<file path="src/verilog/raei_pkg.sv">
package raei_pkg;

    // Internal clocks counted after the reset pin releases
    localparam int unsigned RST_RELEASE_CYCLES = 32;
    localparam int unsigned RST_CNT_W          = 6;
    localparam logic [5:0]  RST_CNT_RESET      = 6'h00;

    // Interrupt input count and trigger mode encoding
    localparam int unsigned IRQ_COUNT          = 2;
    localparam logic        IRQ_MODE_LEVEL     = 1'b0;
    localparam logic        IRQ_MODE_EDGE      = 1'b1;

    // Reset values
    localparam logic        BOOT_MODE_RESET    = 1'b0;
    localparam logic [1:0]  IRQ_SYNC_RESET     = 2'h3;

    // Reset sequencer states
    typedef enum logic [1:0] {
        RAEI_ST_HOLD,
        RAEI_ST_COUNT,
        RAEI_ST_RUN
    } raei_state_t;

endpackage : raei_pkg

</file>
<file path="src/verilog/raei_irq_if.sv">
`timescale 1ns/1ns
// Carries one interrupt channel between top and the channel logic
interface raei_irq_if;
    logic pin_n;
    logic mode;
    logic ack;
    logic req;

    modport top (output pin_n, output mode, output ack, input req);
    modport chan (input pin_n, input mode, input ack, output req);
endinterface : raei_irq_if

</file>
<file path="src/verilog/raei_irq_chan.sv">
`timescale 1ns/1ns
// One external interrupt channel: synchroniser, edge latch or level follow
module raei_irq_chan (
    // Clock and reset
    input  wire logic  i_ref_clk,
    input  wire logic  i_resetn,
    // Channel signals
    raei_irq_if.chan   irq
);

    logic [1:0] sync_reg;
    logic [1:0] sync_next;
    logic       prev_reg;
    logic       prev_next;
    logic       pend_reg;
    logic       pend_next;

    // Next state: edge detection reads the second stage and its one-cycle delayed copy prev_reg
    always_comb begin
        sync_next = {sync_reg[0], irq.pin_n};
        prev_next = sync_reg[1];
        pend_next = pend_reg;
        if (irq.ack) begin
            pend_next = 1'b0;
        end
        if (irq.mode == raei_pkg::IRQ_MODE_EDGE && prev_reg && !sync_reg[1]) begin
            pend_next = 1'b1;
        end
        if (irq.mode == raei_pkg::IRQ_MODE_LEVEL) begin
            pend_next = 1'b0;
        end
    end

    // Registers
    always_ff @(posedge i_ref_clk or negedge i_resetn) begin
        if (!i_resetn) begin
            sync_reg <= raei_pkg::IRQ_SYNC_RESET;
            prev_reg <= 1'b1;
            pend_reg <= 1'b0;
        end else begin
            sync_reg <= sync_next;
            prev_reg <= prev_next;
            pend_reg <= pend_next;
        end
    end

    assign irq.req = (irq.mode == raei_pkg::IRQ_MODE_LEVEL) ? !sync_reg[1] : pend_reg;

endmodule : raei_irq_chan

</file>
<file path="src/verilog/raei_top.sv">
`timescale 1ns/1ns
// Operation
// - First interrupt pin is synchronised; level or falling-edge selectable.
// - Second interrupt pin requests service on low level or falling edge.
// - While reset pin is low, all state except the boot strap synchroniser is held initialised.
// - On reset release, boot-mode pin level becomes the initial operating mode.
// - Internal reset ends synchronously after a fixed count of internal clocks.
// - Reset output pin always shows the internal reset state.
module raei_top (
    // Clock and hardware reset pin
    input  wire logic       i_ref_clk,
    input  wire logic       i_resetn,
    // Boot mode strap
    input  wire logic       i_boot_mode_select,
    // External interrupt pins, active low
    input  wire logic       i_ext_int_req_first_n,
    input  wire logic       i_ext_int_req_second_n,
    // Trigger mode per channel, 1 = falling edge
    input  wire logic [1:0] i_irq_mode,
    // Core acknowledge per channel, one-cycle pulse
    input  wire logic [1:0] i_irq_ack,
    // Requests to the core
    output logic [1:0]      o_irq_req,
    // Internal reset, active low, and reset state pin
    output logic            o_int_resetn,
    output logic            o_reset_state_out_n,
    // Captured operating mode
    output logic            o_boot_mode
);

    raei_pkg::raei_state_t                   state_reg;
    raei_pkg::raei_state_t                   state_next;
    logic [raei_pkg::RST_CNT_W-1:0]          cnt_reg;
    logic [raei_pkg::RST_CNT_W-1:0]          cnt_next;
    logic [1:0]                              boot_sync_reg;
    logic [1:0]                              boot_sync_next;
    logic                                    boot_reg;
    logic                                    boot_next;
    logic                                    int_rstn_reg;
    logic                                    int_rstn_next;
    logic [1:0]                              pin_n;

    localparam logic [raei_pkg::RST_CNT_W-1:0] CNT_LAST =
        raei_pkg::RST_CNT_W'(raei_pkg::RST_RELEASE_CYCLES - 1);

    assign pin_n = {i_ext_int_req_second_n, i_ext_int_req_first_n};

    // Sequencer next state
    always_comb begin
        state_next     = state_reg;
        cnt_next       = cnt_reg;
        boot_sync_next = {boot_sync_reg[0], i_boot_mode_select};
        boot_next      = boot_reg;
        int_rstn_next  = int_rstn_reg;
        unique case (state_reg)
            raei_pkg::RAEI_ST_HOLD: begin
                boot_next  = boot_sync_reg[1];
                state_next = raei_pkg::RAEI_ST_COUNT;
            end
            raei_pkg::RAEI_ST_COUNT: begin
                if (cnt_reg == CNT_LAST) begin
                    int_rstn_next = 1'b1;
                    state_next    = raei_pkg::RAEI_ST_RUN;
                end else begin
                    cnt_next = cnt_reg + 1'b1;
                end
            end
            raei_pkg::RAEI_ST_RUN: begin
                int_rstn_next = 1'b1;
            end
        endcase
    end

    // strap synchroniser runs through reset, so the level is settled at release
    always_ff @(posedge i_ref_clk) begin
        boot_sync_reg <= boot_sync_next;
    end

    always_ff @(posedge i_ref_clk or negedge i_resetn) begin
        if (!i_resetn) begin
            state_reg     <= raei_pkg::RAEI_ST_HOLD;
            cnt_reg       <= raei_pkg::RST_CNT_RESET;
            boot_reg      <= raei_pkg::BOOT_MODE_RESET;
            int_rstn_reg  <= 1'b0;
        end else begin
            state_reg     <= state_next;
            cnt_reg       <= cnt_next;
            boot_reg      <= boot_next;
            int_rstn_reg  <= int_rstn_next;
        end
    end

    genvar g;
    generate
        for (g = 0; g < raei_pkg::IRQ_COUNT; g++) begin : g_irq
            raei_irq_if irq_bus ();
            assign irq_bus.pin_n = pin_n[g];
            assign irq_bus.mode  = i_irq_mode[g];
            assign irq_bus.ack   = i_irq_ack[g];
            assign o_irq_req[g]  = irq_bus.req & int_rstn_reg;
            raei_irq_chan u_chan (
                .i_ref_clk (i_ref_clk),
                .i_resetn  (int_rstn_reg),
                .irq       (irq_bus.chan)
            );
        end
    endgenerate

    assign o_int_resetn        = int_rstn_reg;
    assign o_reset_state_out_n = int_rstn_reg;
    assign o_boot_mode         = boot_reg;

endmodule : raei_top

</file>
<file path="config.mk">
export PLATFORM = sky130hd
export DESIGN_NAME = raei_top
export DESIGN_NICKNAME = d
export VERILOG_FILES = /design/src/verilog/raei_pkg.sv /design/src/verilog/raei_irq_if.sv /design/src/verilog/raei_irq_chan.sv /design/src/verilog/raei_top.sv
export SDC_FILE = /design/constraint.sdc
export NUM_CORES = 1
export LEC_CHECK = 0
export BUFFER_PORTS_ARGS = -buffer_cell sky130_fd_sc_hd__buf_2
export CAP_MARGIN = 20
export CORE_MARGIN = 2
export CORE_UTILIZATION = 55
export CTS_CLUSTER_SIZE = 16
export DETAILED_ROUTE_END_ITERATION = 10
export PLACE_DENSITY = 0.79
export SETUP_SLACK_MARGIN = 0.5
export SYNTH_ARGS = -nofsm -noshare
export SYNTH_HDL_FRONTEND = slang
export SYNTH_SLANG_ARGS = --single-unit
</file>
<file path="constraint.sdc">
create_clock -name i_ref_clk -period 1.25 [get_ports i_ref_clk]
set_input_delay 0 -clock i_ref_clk [delete_from_list [all_inputs] [get_ports i_ref_clk]]
set_output_delay 0 -clock i_ref_clk [all_outputs]
set_load 0.02 [all_outputs]
</file>
# Word level (Yosys, flattened, before mapping)
# Index checks and enable logic that the tools add are counted.
[word_totals]
out_inout_bits = 5
wordCells = 45
reg_bits = 20
[classes]
reduce_logical = 12
bitwise_logic = 3
muxes = 12
n_addsub = 1
eq_ne = 6
[op_table]
columns = ["cell", "count"]
rows = [
  ["$mux W1", 9],
  ["$add A6 B1 Y6 const B", 1],
  ["$eq A6 B5 Y1 const B", 1],
  ["$ne A3 B1 Y1 const B", 2],
  ["$reduce_and A2 Y1", 3],
  ["$logic_and A1 B1 Y1", 4],
  ["$pmux W2 S2", 1],
  ["$reduce_bool A2 Y1", 2],
  ["$and A1 B1 Y1", 2],
  ["$eq A2 B1 Y1 const B", 1],
  ["$eq A2 B2 Y1 const B", 1],
  ["$logic_not A1 Y1", 2],
  ["$logic_not A2 Y1", 1],
  ["$mux W2", 1],
  ["$ne A2 B2 Y1 const B", 1],
  ["$pmux W1 S2", 1],
  ["$not A1 Y1", 1],
]

# Depth between registers and ports, before layout
# Gate-level depths: netlist of run 1.
[logic_depth]
ltp_word = 4
depth_mapped = 4

# Cells and area by module
# A second synthesis of run 1 with hierarchy kept.
[unflattened]
cells_unflattened = 58
area_unflattened_um2 = 790.8
[by_module_without_submodules]
columns = ["module", "n_inst", "cells_each", "area_per_inst_um2", "seq_area_each_um2"]
rows = [
  ["raei_top", 1, 40, 503.0, 290.3],
  ["raei_irq_chan", 2, 9, 143.9, 103.8],
]

# Least setup slack after synthesis of run 1
# OpenSTA, ideal clock, no wires.
[synth_timing]
path_kind = "register to register"
startpoint = "register cnt_reg[0] in the netlist's numbering"
endpoint = "register cnt_reg[1] in the netlist's numbering"
setup_time_ps = 125
path_buffers = 0
required_time_ps = 1125
synth_period_minus_slack_ps = 1268
setup_slack_ps = -18
arrival_time_ps = 1143
stages_incl_launch_ff = 5
path_cell_list = "dfrtp_1 -> ha_1 -> nand2b_1 -> o21ai_2 -> mux2_2"
[synth_between]
elab_chain_len = 3
elab_cells_between_ends = 4
classes_between = "add/sub (1); eq/ne (1); bitwise (1); reduce/logical (1)"
[synth_lines]
columns = ["item", "line_no", "rtl"]
rows = [
  ["from (decl)", "raei_top.sv:33", "logic [raei_pkg::RST_CNT_W-1:0] cnt_reg;"],
  ["from (signal assigned)", "raei_top.sv:82", "cnt_reg <= raei_pkg::RST_CNT_RESET;"],
  ["from (signal assigned)", "raei_top.sv:87", "cnt_reg <= cnt_next;"],
  ["branches (longest 3 deep; another with $add A6 B1 Y6)", "-", ""],
]
# Several ways; the timed one is not identified.
# A chain may end at the register's enable or synchronous reset.

# Worst setup path in the final report of run 1
[layout_timing]
startpoint = "register state_reg[1]"
endpoint = "register cnt_reg[5] in the netlist's numbering"
[layout_between]
elab_chain_len = 2
[layout_lines]
columns = ["item", "line_no", "rtl"]
rows = [
  ["from (decl)", "raei_top.sv:31", "raei_pkg::raei_state_t state_reg;"],
  ["from (signal assigned)", "raei_top.sv:81", "state_reg <= raei_pkg::RAEI_ST_HOLD;"],
  ["from (signal assigned)", "raei_top.sv:86", "state_reg <= state_next;"],
  ["$eq A2 B1 Y1", "raei_top.sv:55", "unique case (state_reg)"],
  ["$reduce_and A2 Y1 (no line)", "-", ""],
]
# Every way passes these cells.

==> results of run 1 <==
## tightest hold or removal path, stage by stage
cell and delay (ns):
buf_2 0.08, o22ai_1 0.05, and2_1 0.16
## worst min path at each step
stage | startpoint | to | slack [ns] | cells past startpoint
after floorplan | i_resetn | cnt_reg[0]$_DFFE_PN0P_ | -0.30 | 0
after global placement | i_resetn | cnt_reg[3]$_DFFE_PN0P_ | -0.13 | 1
after detailed placement | i_resetn | cnt_reg[3]$_DFFE_PN0P_ | -0.12 | 1
after CTS | i_irq_ack[0] | g_irq[0].u_chan.pend_reg$_DFFE_PN0P_ | 0.002 | 3
after global routing | i_irq_ack[0] | g_irq[0].u_chan.pend_reg$_DFFE_PN0P_ | 0.009 | 3
final | i_irq_ack[0] | g_irq[0].u_chan.pend_reg$_DFFE_PN0P_ | 0.02 | 3
## cells by family (layout without fill, tap and decap cells)
kind of cell / Yosys count / count (layout) / share of synthesized area
AO/OA/AOI/OAI: 12 / 12 / 0.0986
XOR/XNOR: 1 / 1 / 0.0113
multiplexers: 4 / 4 / 0.0582
AND/OR/NAND/NOR: 19 / 19 / 0.144
buffers and inverters: 5 / 44 / 0.0291
adder cells (fa/ha/maj): 1 / 1 / 0.0162
flip-flops: 20 / 20 / 0.643
## cells in the mapped netlist
library cell,number
dfrtp_1,12
dfstp_2,6
a21oi_1,4
and2_1,4
inv_1,4
mux2_2,3
nand2_1,3
nor2_1,3
dfxtp_1,2
nand4_1,2
o21ai_0,2
o22ai_1,2
a211o_1,1
a21o_1,1
a41oi_1,1
and2b_1,1
and2b_2,1
and3_2,1
and4b_1,1
buf_4,1
ha_1,1
mux2_1,1
nand2b_1,1
nand3_1,1
o21ai_2,1
or2_1,1
xnor2_1,1
## repair_timing
action / CTS / global route
setup buffers: 7 / 3
hold buffers: 7 / 0
pin swaps: 4 / 6
resized for setup: 19 / 12
setup endpoints to repair: 17 / 17
hold endpoints to repair: 15 / 0
## layer usage
| layer | up-vias | track usage | part of all wire |
|---|---|---|---|
| li1 | 293 | - | - |
| met1 | 341 | 0.305 | 0.37 |
| met2 | 31 | 0.491 | 0.55 |
| met3 | 10 | 0.0870 | 0.035 |
| met4 | 0 | 0.142 | 0.040 |
| met5 | - | 0 | 0 |
## metrics by stage
stage	setup slack [ns]	power, mW	cells
2_1_floorplan	0.0389	0.710	62
3_3_place_gp	0.0231	0.735	95
6_report	-0.0644	1.30	116
3_5_place_dp	-0.00133	0.739	95
4_1_cts	0.00239	1.27	113
5_1_grt	-0.100	1.35	116
## final cells by class
class | instances | area share
flip-flops and latches | 20 | 0.402
multi-input cells | 37 | 0.279
repair buffers | 36 | 0.249
clock inverters | 1 | 0.0242
clock buffers | 3 | 0.0181
well taps | 15 | 0.0151
inverters | 4 | 0.0121
## power groups by stage
stage | sequential (mW) | combinational [mW] | clock (mW)
6_report | 0.680 | 0.0894 | 0.533
5_1_grt | 0.681 | 0.0951 | 0.572
4_1_cts | 0.676 | 0.0768 | 0.521
3_5_place_dp | 0.689 | 0.0504 | 0
3_3_place_gp | 0.687 | 0.0479 | 0
2_1_floorplan | 0.686 | 0.0241 | 0
==> run_results.csv, run 1 <==
group,metric,value,unit
cells_and_area,utilization,0.954,
cells_and_area,drive_gt1_frac,0.624,
floorplan,start_util,0.595,
route,ant_nets,0,
route,routed_wl,2470,um
setup_path,r2r_cells,3,
timing,tightest_slew,0.246,ns
global_routing,grt_pass1_vias,695,
route,drtIter0Drc,15,
power,switching_share,0.198,
yosys,avgSynthCellArea,12.5,um^2
power,p_leak,0.560,nW
cells_and_area,syn_to_final_growth,60.3,%
setup_path,reg2reg_from,"state_reg[1]$_DFFE_PN0P_",
setup_path,start_kind,"flip-flop",
route,drcViolationCount,0,
setup_path,crit_buf_inv,0,
hold_path,hold_path.class,"input pin to flip-flop",
global_routing,antenna_found_initial,0,
cells_and_area,n_antenna_cell,0,
clocking,clock_latency,0.30,ns
clocking,clkTransAtPathRegs,0.12,ns
floorplan,num_io_pins,14,
cells_and_area,regArea,499,um^2
timing,skew,0.00429,ns
yosys,ys_ff_latch,20,
flow_run,maxCapViolations,0,
yosys,ys_top_cells_by_area,"dfrtp_1, dfstp_2, dfxtp_1",
global_routing,grt_overflow_total,0,
timing,setup_viol,4,
route,viasPerCell,5.82,
global_routing,grt_start_max_net_pins,13,
setup_path,cp-startpoint,"state_reg[1]$_DFFE_PN0P_",
clocking,clock-sinks,20,
yosys,yosys_warnings,0,
setup_path,slowest_stage,"dfrtp_1",
clocking,cts_root_buffer,"clkbuf_4",
place,port_buffers,13,
cells_and_area,fin_area,0.00124,mm^2
floorplan,die_height,41.5,um
clocking,cts_made_buffers,3,
timing,fin_ws,-0.0644,ns
cells_and_area,nets,112,
yosys,synth.largest_area_cell,"dfrtp_1",
timing,rsz0062_at_grt,"true",
yosys,ys_types,27,
yosys,syn-instance-count,62,
yosys,syn_area,774,um^2
power,pwr-share-clk,0.409,
setup_path,reg2reg_to,"cnt_reg[5]$_DFFE_PN0P_",
yosys,synth_seq_area_share,0.643,
route,dr.pass1.iters,4,
run_status,violations,"negative setup slack",
global_routing,grt_pass1_wl,3480,um
route,wire_per_inst,21.3,um
power,p_per_area,1050,mW/mm^2
setup_path,crit_path_end,"cnt_reg[5]$_DFFE_PN0P_",
cells_and_area,largest_reg_flops,6,
timing,maxSlewViolCount,0,
floorplan,die-width,41.5,um
floorplan,core,0.00130,mm^2
setup_path,end_kind,"flip-flop",
place,gp_congestion,0.665,
power,p_comb_frac,0.069,
timing,period_minus_slack,1.31,ns
power,p_switching,0.259,mW
setup_path,max_stage_delay,0.43,ns
yosys,syn-num-nets,72,
place,dpl.hpwl,1020,um
place,dpl-instance-area,925,um^2
setup_path,cpLargestDelayFamily,"simple AND/OR/NAND/NOR gates",
setup_path,critPathArrivalTime,1.52,ns
timing,fmax,0.761,GHz
setup_path,crit_required,1.45,ns
timing,tns,-0.116,ns
power,p_int,1.04,mW
cells_and_area,multi_input_area,347,um^2
floorplan,num_rows,13,
global_routing,grt_util_all_layers,0.282,
cells_and_area,fillCellCount,34,
timing,hold_violations,0,
timing,fin_crit_sh,1.05,
power,ir_drop,0.00129,V
timing,hold_ws,0.0232,ns
cells_and_area,layout_common_cells,"dfrtp_1, buf_6, buf_4",
clocking,cts_tree,"done",
setup_path,path_cells,"and4b_1 -> nand4_1 -> mux2_4",
setup_path,crit_type,"flip-flop to flip-flop",
clocking,cts_buffer_depth,2,
power,seqPwrFrac,0.522,
setup_path,reg2reg_slack,-0.06,ns
setup_path,crit_cells,3,
timing,relSlewSlack,0.836,
clocking,h-tree-depth,1,
floorplan,dieArea,0.00172,mm^2
route,vias,675,
setup_path,critPathMaxFanout,3,
yosys,synth_top_area_frac,0.388,
run_status,status,"finished with violations",
No activity file was read; power rests on OpenSTA's default activity.
==> inputs of run 2 (changes only) <==
--- a/config.mk
+++ b/config.mk
@@ -7,9 +7,9 @@
 export LEC_CHECK = 0
-export BUFFER_PORTS_ARGS = -buffer_cell sky130_fd_sc_hd__buf_2
 export CAP_MARGIN = 20
 export CORE_MARGIN = 2
-export CORE_UTILIZATION = 55
+export CORE_UTILIZATION = 58
 export CTS_CLUSTER_SIZE = 16
 export DETAILED_ROUTE_END_ITERATION = 10
-export PLACE_DENSITY = 0.79
+export DONT_BUFFER_PORTS = 1
+export PLACE_DENSITY = 0.74
 export SETUP_SLACK_MARGIN = 0.5
--- a/constraint.sdc
+++ b/constraint.sdc
@@ -3,2 +3,2 @@
 set_output_delay 0 -clock i_ref_clk [all_outputs]
-set_load 0.02 [all_outputs]
+set_load 0.1 [all_outputs]
==> run 2 against run 1 <==
Compared with the run above:
- the run still ends with negative setup slack left
- highest routed layer unchanged
- sequential cell count unchanged
- setup slack improved by 0.0077 ns
- global-route usage decreased by 1.2 points
- sequential power about the same
- critical path type unchanged
- routed wire length decreased by 16%
- sequential share of layout area increased by 1.9 points
- clock skew increased by 0.0036 ns
- maximum frequency increased by 0.59%
==> run_results.csv, run 2 (same netlist as run 1, synthesis figures left out) <==
group,metric,value,unit
timing,tightest_slew,0.464,ns
global_routing,grt_util_all_layers,0.269,
global_routing,met1_usage,0.292,
floorplan,num_io_pins,14,
timing,hold_violations,0,
cells_and_area,largest_reg_flops,6,
clocking,clock_latency,0.31,ns
power,total_power,1.17,mW
timing,fin_crit_sh,1.05,
global_routing,met3_usage,0.0500,
timing,period_minus_slack,1.31,ns
setup_path,start_kind,"flip-flop",
power,p_per_area,972,mW/mm^2
setup_path,critPathArrivalTime,1.51,ns
route,dr.pass1.iters,4,
global_routing,use_met2,0.508,
clocking,clkTransAtPathRegs,0.11,ns
global_routing,grt_pass1_vias,640,
hold_path,hold_path.class,"input pin to asynchronous set/reset pin",
global_routing,grt_overflow_total,0,
global_routing,antenna_found_initial,0,
place,port_buffers,0,
timing,tns,-0.0811,ns
power,ir_drop,0.00137,V
timing,maxSlewViolCount,0,
cells_and_area,fillCellCount,34,
setup_path,crit_required,1.46,ns
clocking,cts_tree,"done",
route,drcViolationCount,0,
route,ant_nets,0,
floorplan,core,0.00127,mm^2
cells_and_area,drive_gt1_frac,0.554,
setup_path,critPathMaxFanout,6,
place,gp_congestion,0.767,
global_routing,grt_pass1_wl,2700,um
clocking,cts_made_buffers,3,
timing,skew,0.00791,ns
cells_and_area,n_antenna_cell,0,
timing,setup_viol,3,
clocking,clock-sinks,20,
floorplan,dieArea,0.00164,mm^2
route,vias,601,
place,dpl.hpwl,874,um
clocking,cts_root_buffer,"clkbuf_4",
timing,fmax,0.765,GHz
flow_run,maxCapViolations,0,
cells_and_area,multi_input_area,342,um^2
floorplan,num_rows,13,
place,dpl-instance-area,900,um^2
timing,rsz0062_at_grt,"true",
setup_path,crit_type,"flip-flop to flip-flop",
setup_path,end_kind,"flip-flop",
route,drtIter0Drc,26,
cells_and_area,nets,103,
run_status,status,"finished with violations",
route,routed_wl,2070,um
global_routing,grt-busiest-layer,"met2",
route,viasPerCell,5.62,
power,p_leak,0.520,nW
floorplan,start_util,0.610,
floorplan,die_height,40.5,um
cells_and_area,fin_area,0.00120,mm^2
timing,relSlewSlack,0.690,
timing,fin_ws,-0.0567,ns
route,wire_per_inst,19.4,um
global_routing,grt_start_max_net_pins,12,
cells_and_area,regArea,505,um^2
cells_and_area,layout_common_cells,"dfrtp_1, buf_4, dlygate4sd3_1",
run_status,violations,"negative setup slack",
floorplan,die-width,40.5,um
clocking,h-tree-depth,1,
cells_and_area,syn_to_final_growth,54.9,%
clocking,cts_buffer_depth,2,
## run 2: cell types whose count changed in the layout (fill, tap and decap cells not counted), moves of 2 or more
cell     before  now
buf_12        0    3
dfrtp_4       0    2
buf_6        11    6
buf_2         8    0
## run 2: worst max-delay path: stages (launching register included)
cell	delay (ns)
dfrtp_1	0.43
and2b_2	0.32
o21ai_4	0.09
buf_4	0.14
buf_6	0.11
xnor2_1	0.12
## run 2: final cells by class
type                       instances  area share
multi-input combinational         37       0.285
tap                               15      0.0156
clock buffer                       4      0.0302
timing repair buffer              27       0.236
inverter                           4      0.0125
sequential                        20       0.421
## run 2: final timing paths
kind,slack [ns],endpoint,cells after the start,startpoint
max,-0.06,cnt_reg[0]$_DFFE_PN0P_,5,state_reg[1]$_DFFE_PN0P_
min,0.06,cnt_reg[2]$_DFFE_PN0P_,1,i_resetn
max reg2reg,-0.06,cnt_reg[0]$_DFFE_PN0P_,5,state_reg[1]$_DFFE_PN0P_
min reg2reg,0.32,g_irq[1].u_chan.pend_reg$_DFFE_PN0P_,1,o_int_resetn$_DFFE_PN0P_
max in group asynchronous,0.70,g_irq[0].u_chan.sync_reg[1]$_DFF_PN1_,1,o_int_resetn$_DFFE_PN0P_
min in group i_ref_clk,0.23,boot_sync_reg[0]$_DFF_P_,1,i_boot_mode_select
## run 2: power breakdown
group / switching (mW) / leakage [nW] / internal [mW]
combinational: 0.0610 / 0.290 / 0.0477
sequential: 0.00855 / 0.209 / 0.669
clock: 0.202 / 0.0210 / 0.178
total: 0.271 / 0.520 / 0.895
## run 2: metrics by stage
step	std cells	setup WS (ns)	hold WS, ns	utilization
finish	107	-0.0567	0.0614	0.946
global route	107	-0.115	0.105	0.946
CTS	102	0.0145	0.0756	0.884
detailed placement	85	-0.000205	-0.295	0.709
global placement	85	-0.00678	-0.295	0.709
floorplan	62	0.0607	-0.296	-
## run 2: what timing repair did
| item | in CTS | in global routing |
|---|---|---|
| hold buffers | 8 | 0 |
| resized for setup | 18 | 10 |
| endpoints found under the hold margin | 15 | 0 |
| pin swaps | 6 | 14 |
| setup endpoints to repair | 17 | 17 |
| buffers inserted | 5 | 5 |
## run 2: metal layers
layer,vias to the layer above,part of all wire
li1,272,-
met4,0,0.012
met3,3,0.040
met2,18,0.53
met1,308,0.41
met5,-,0
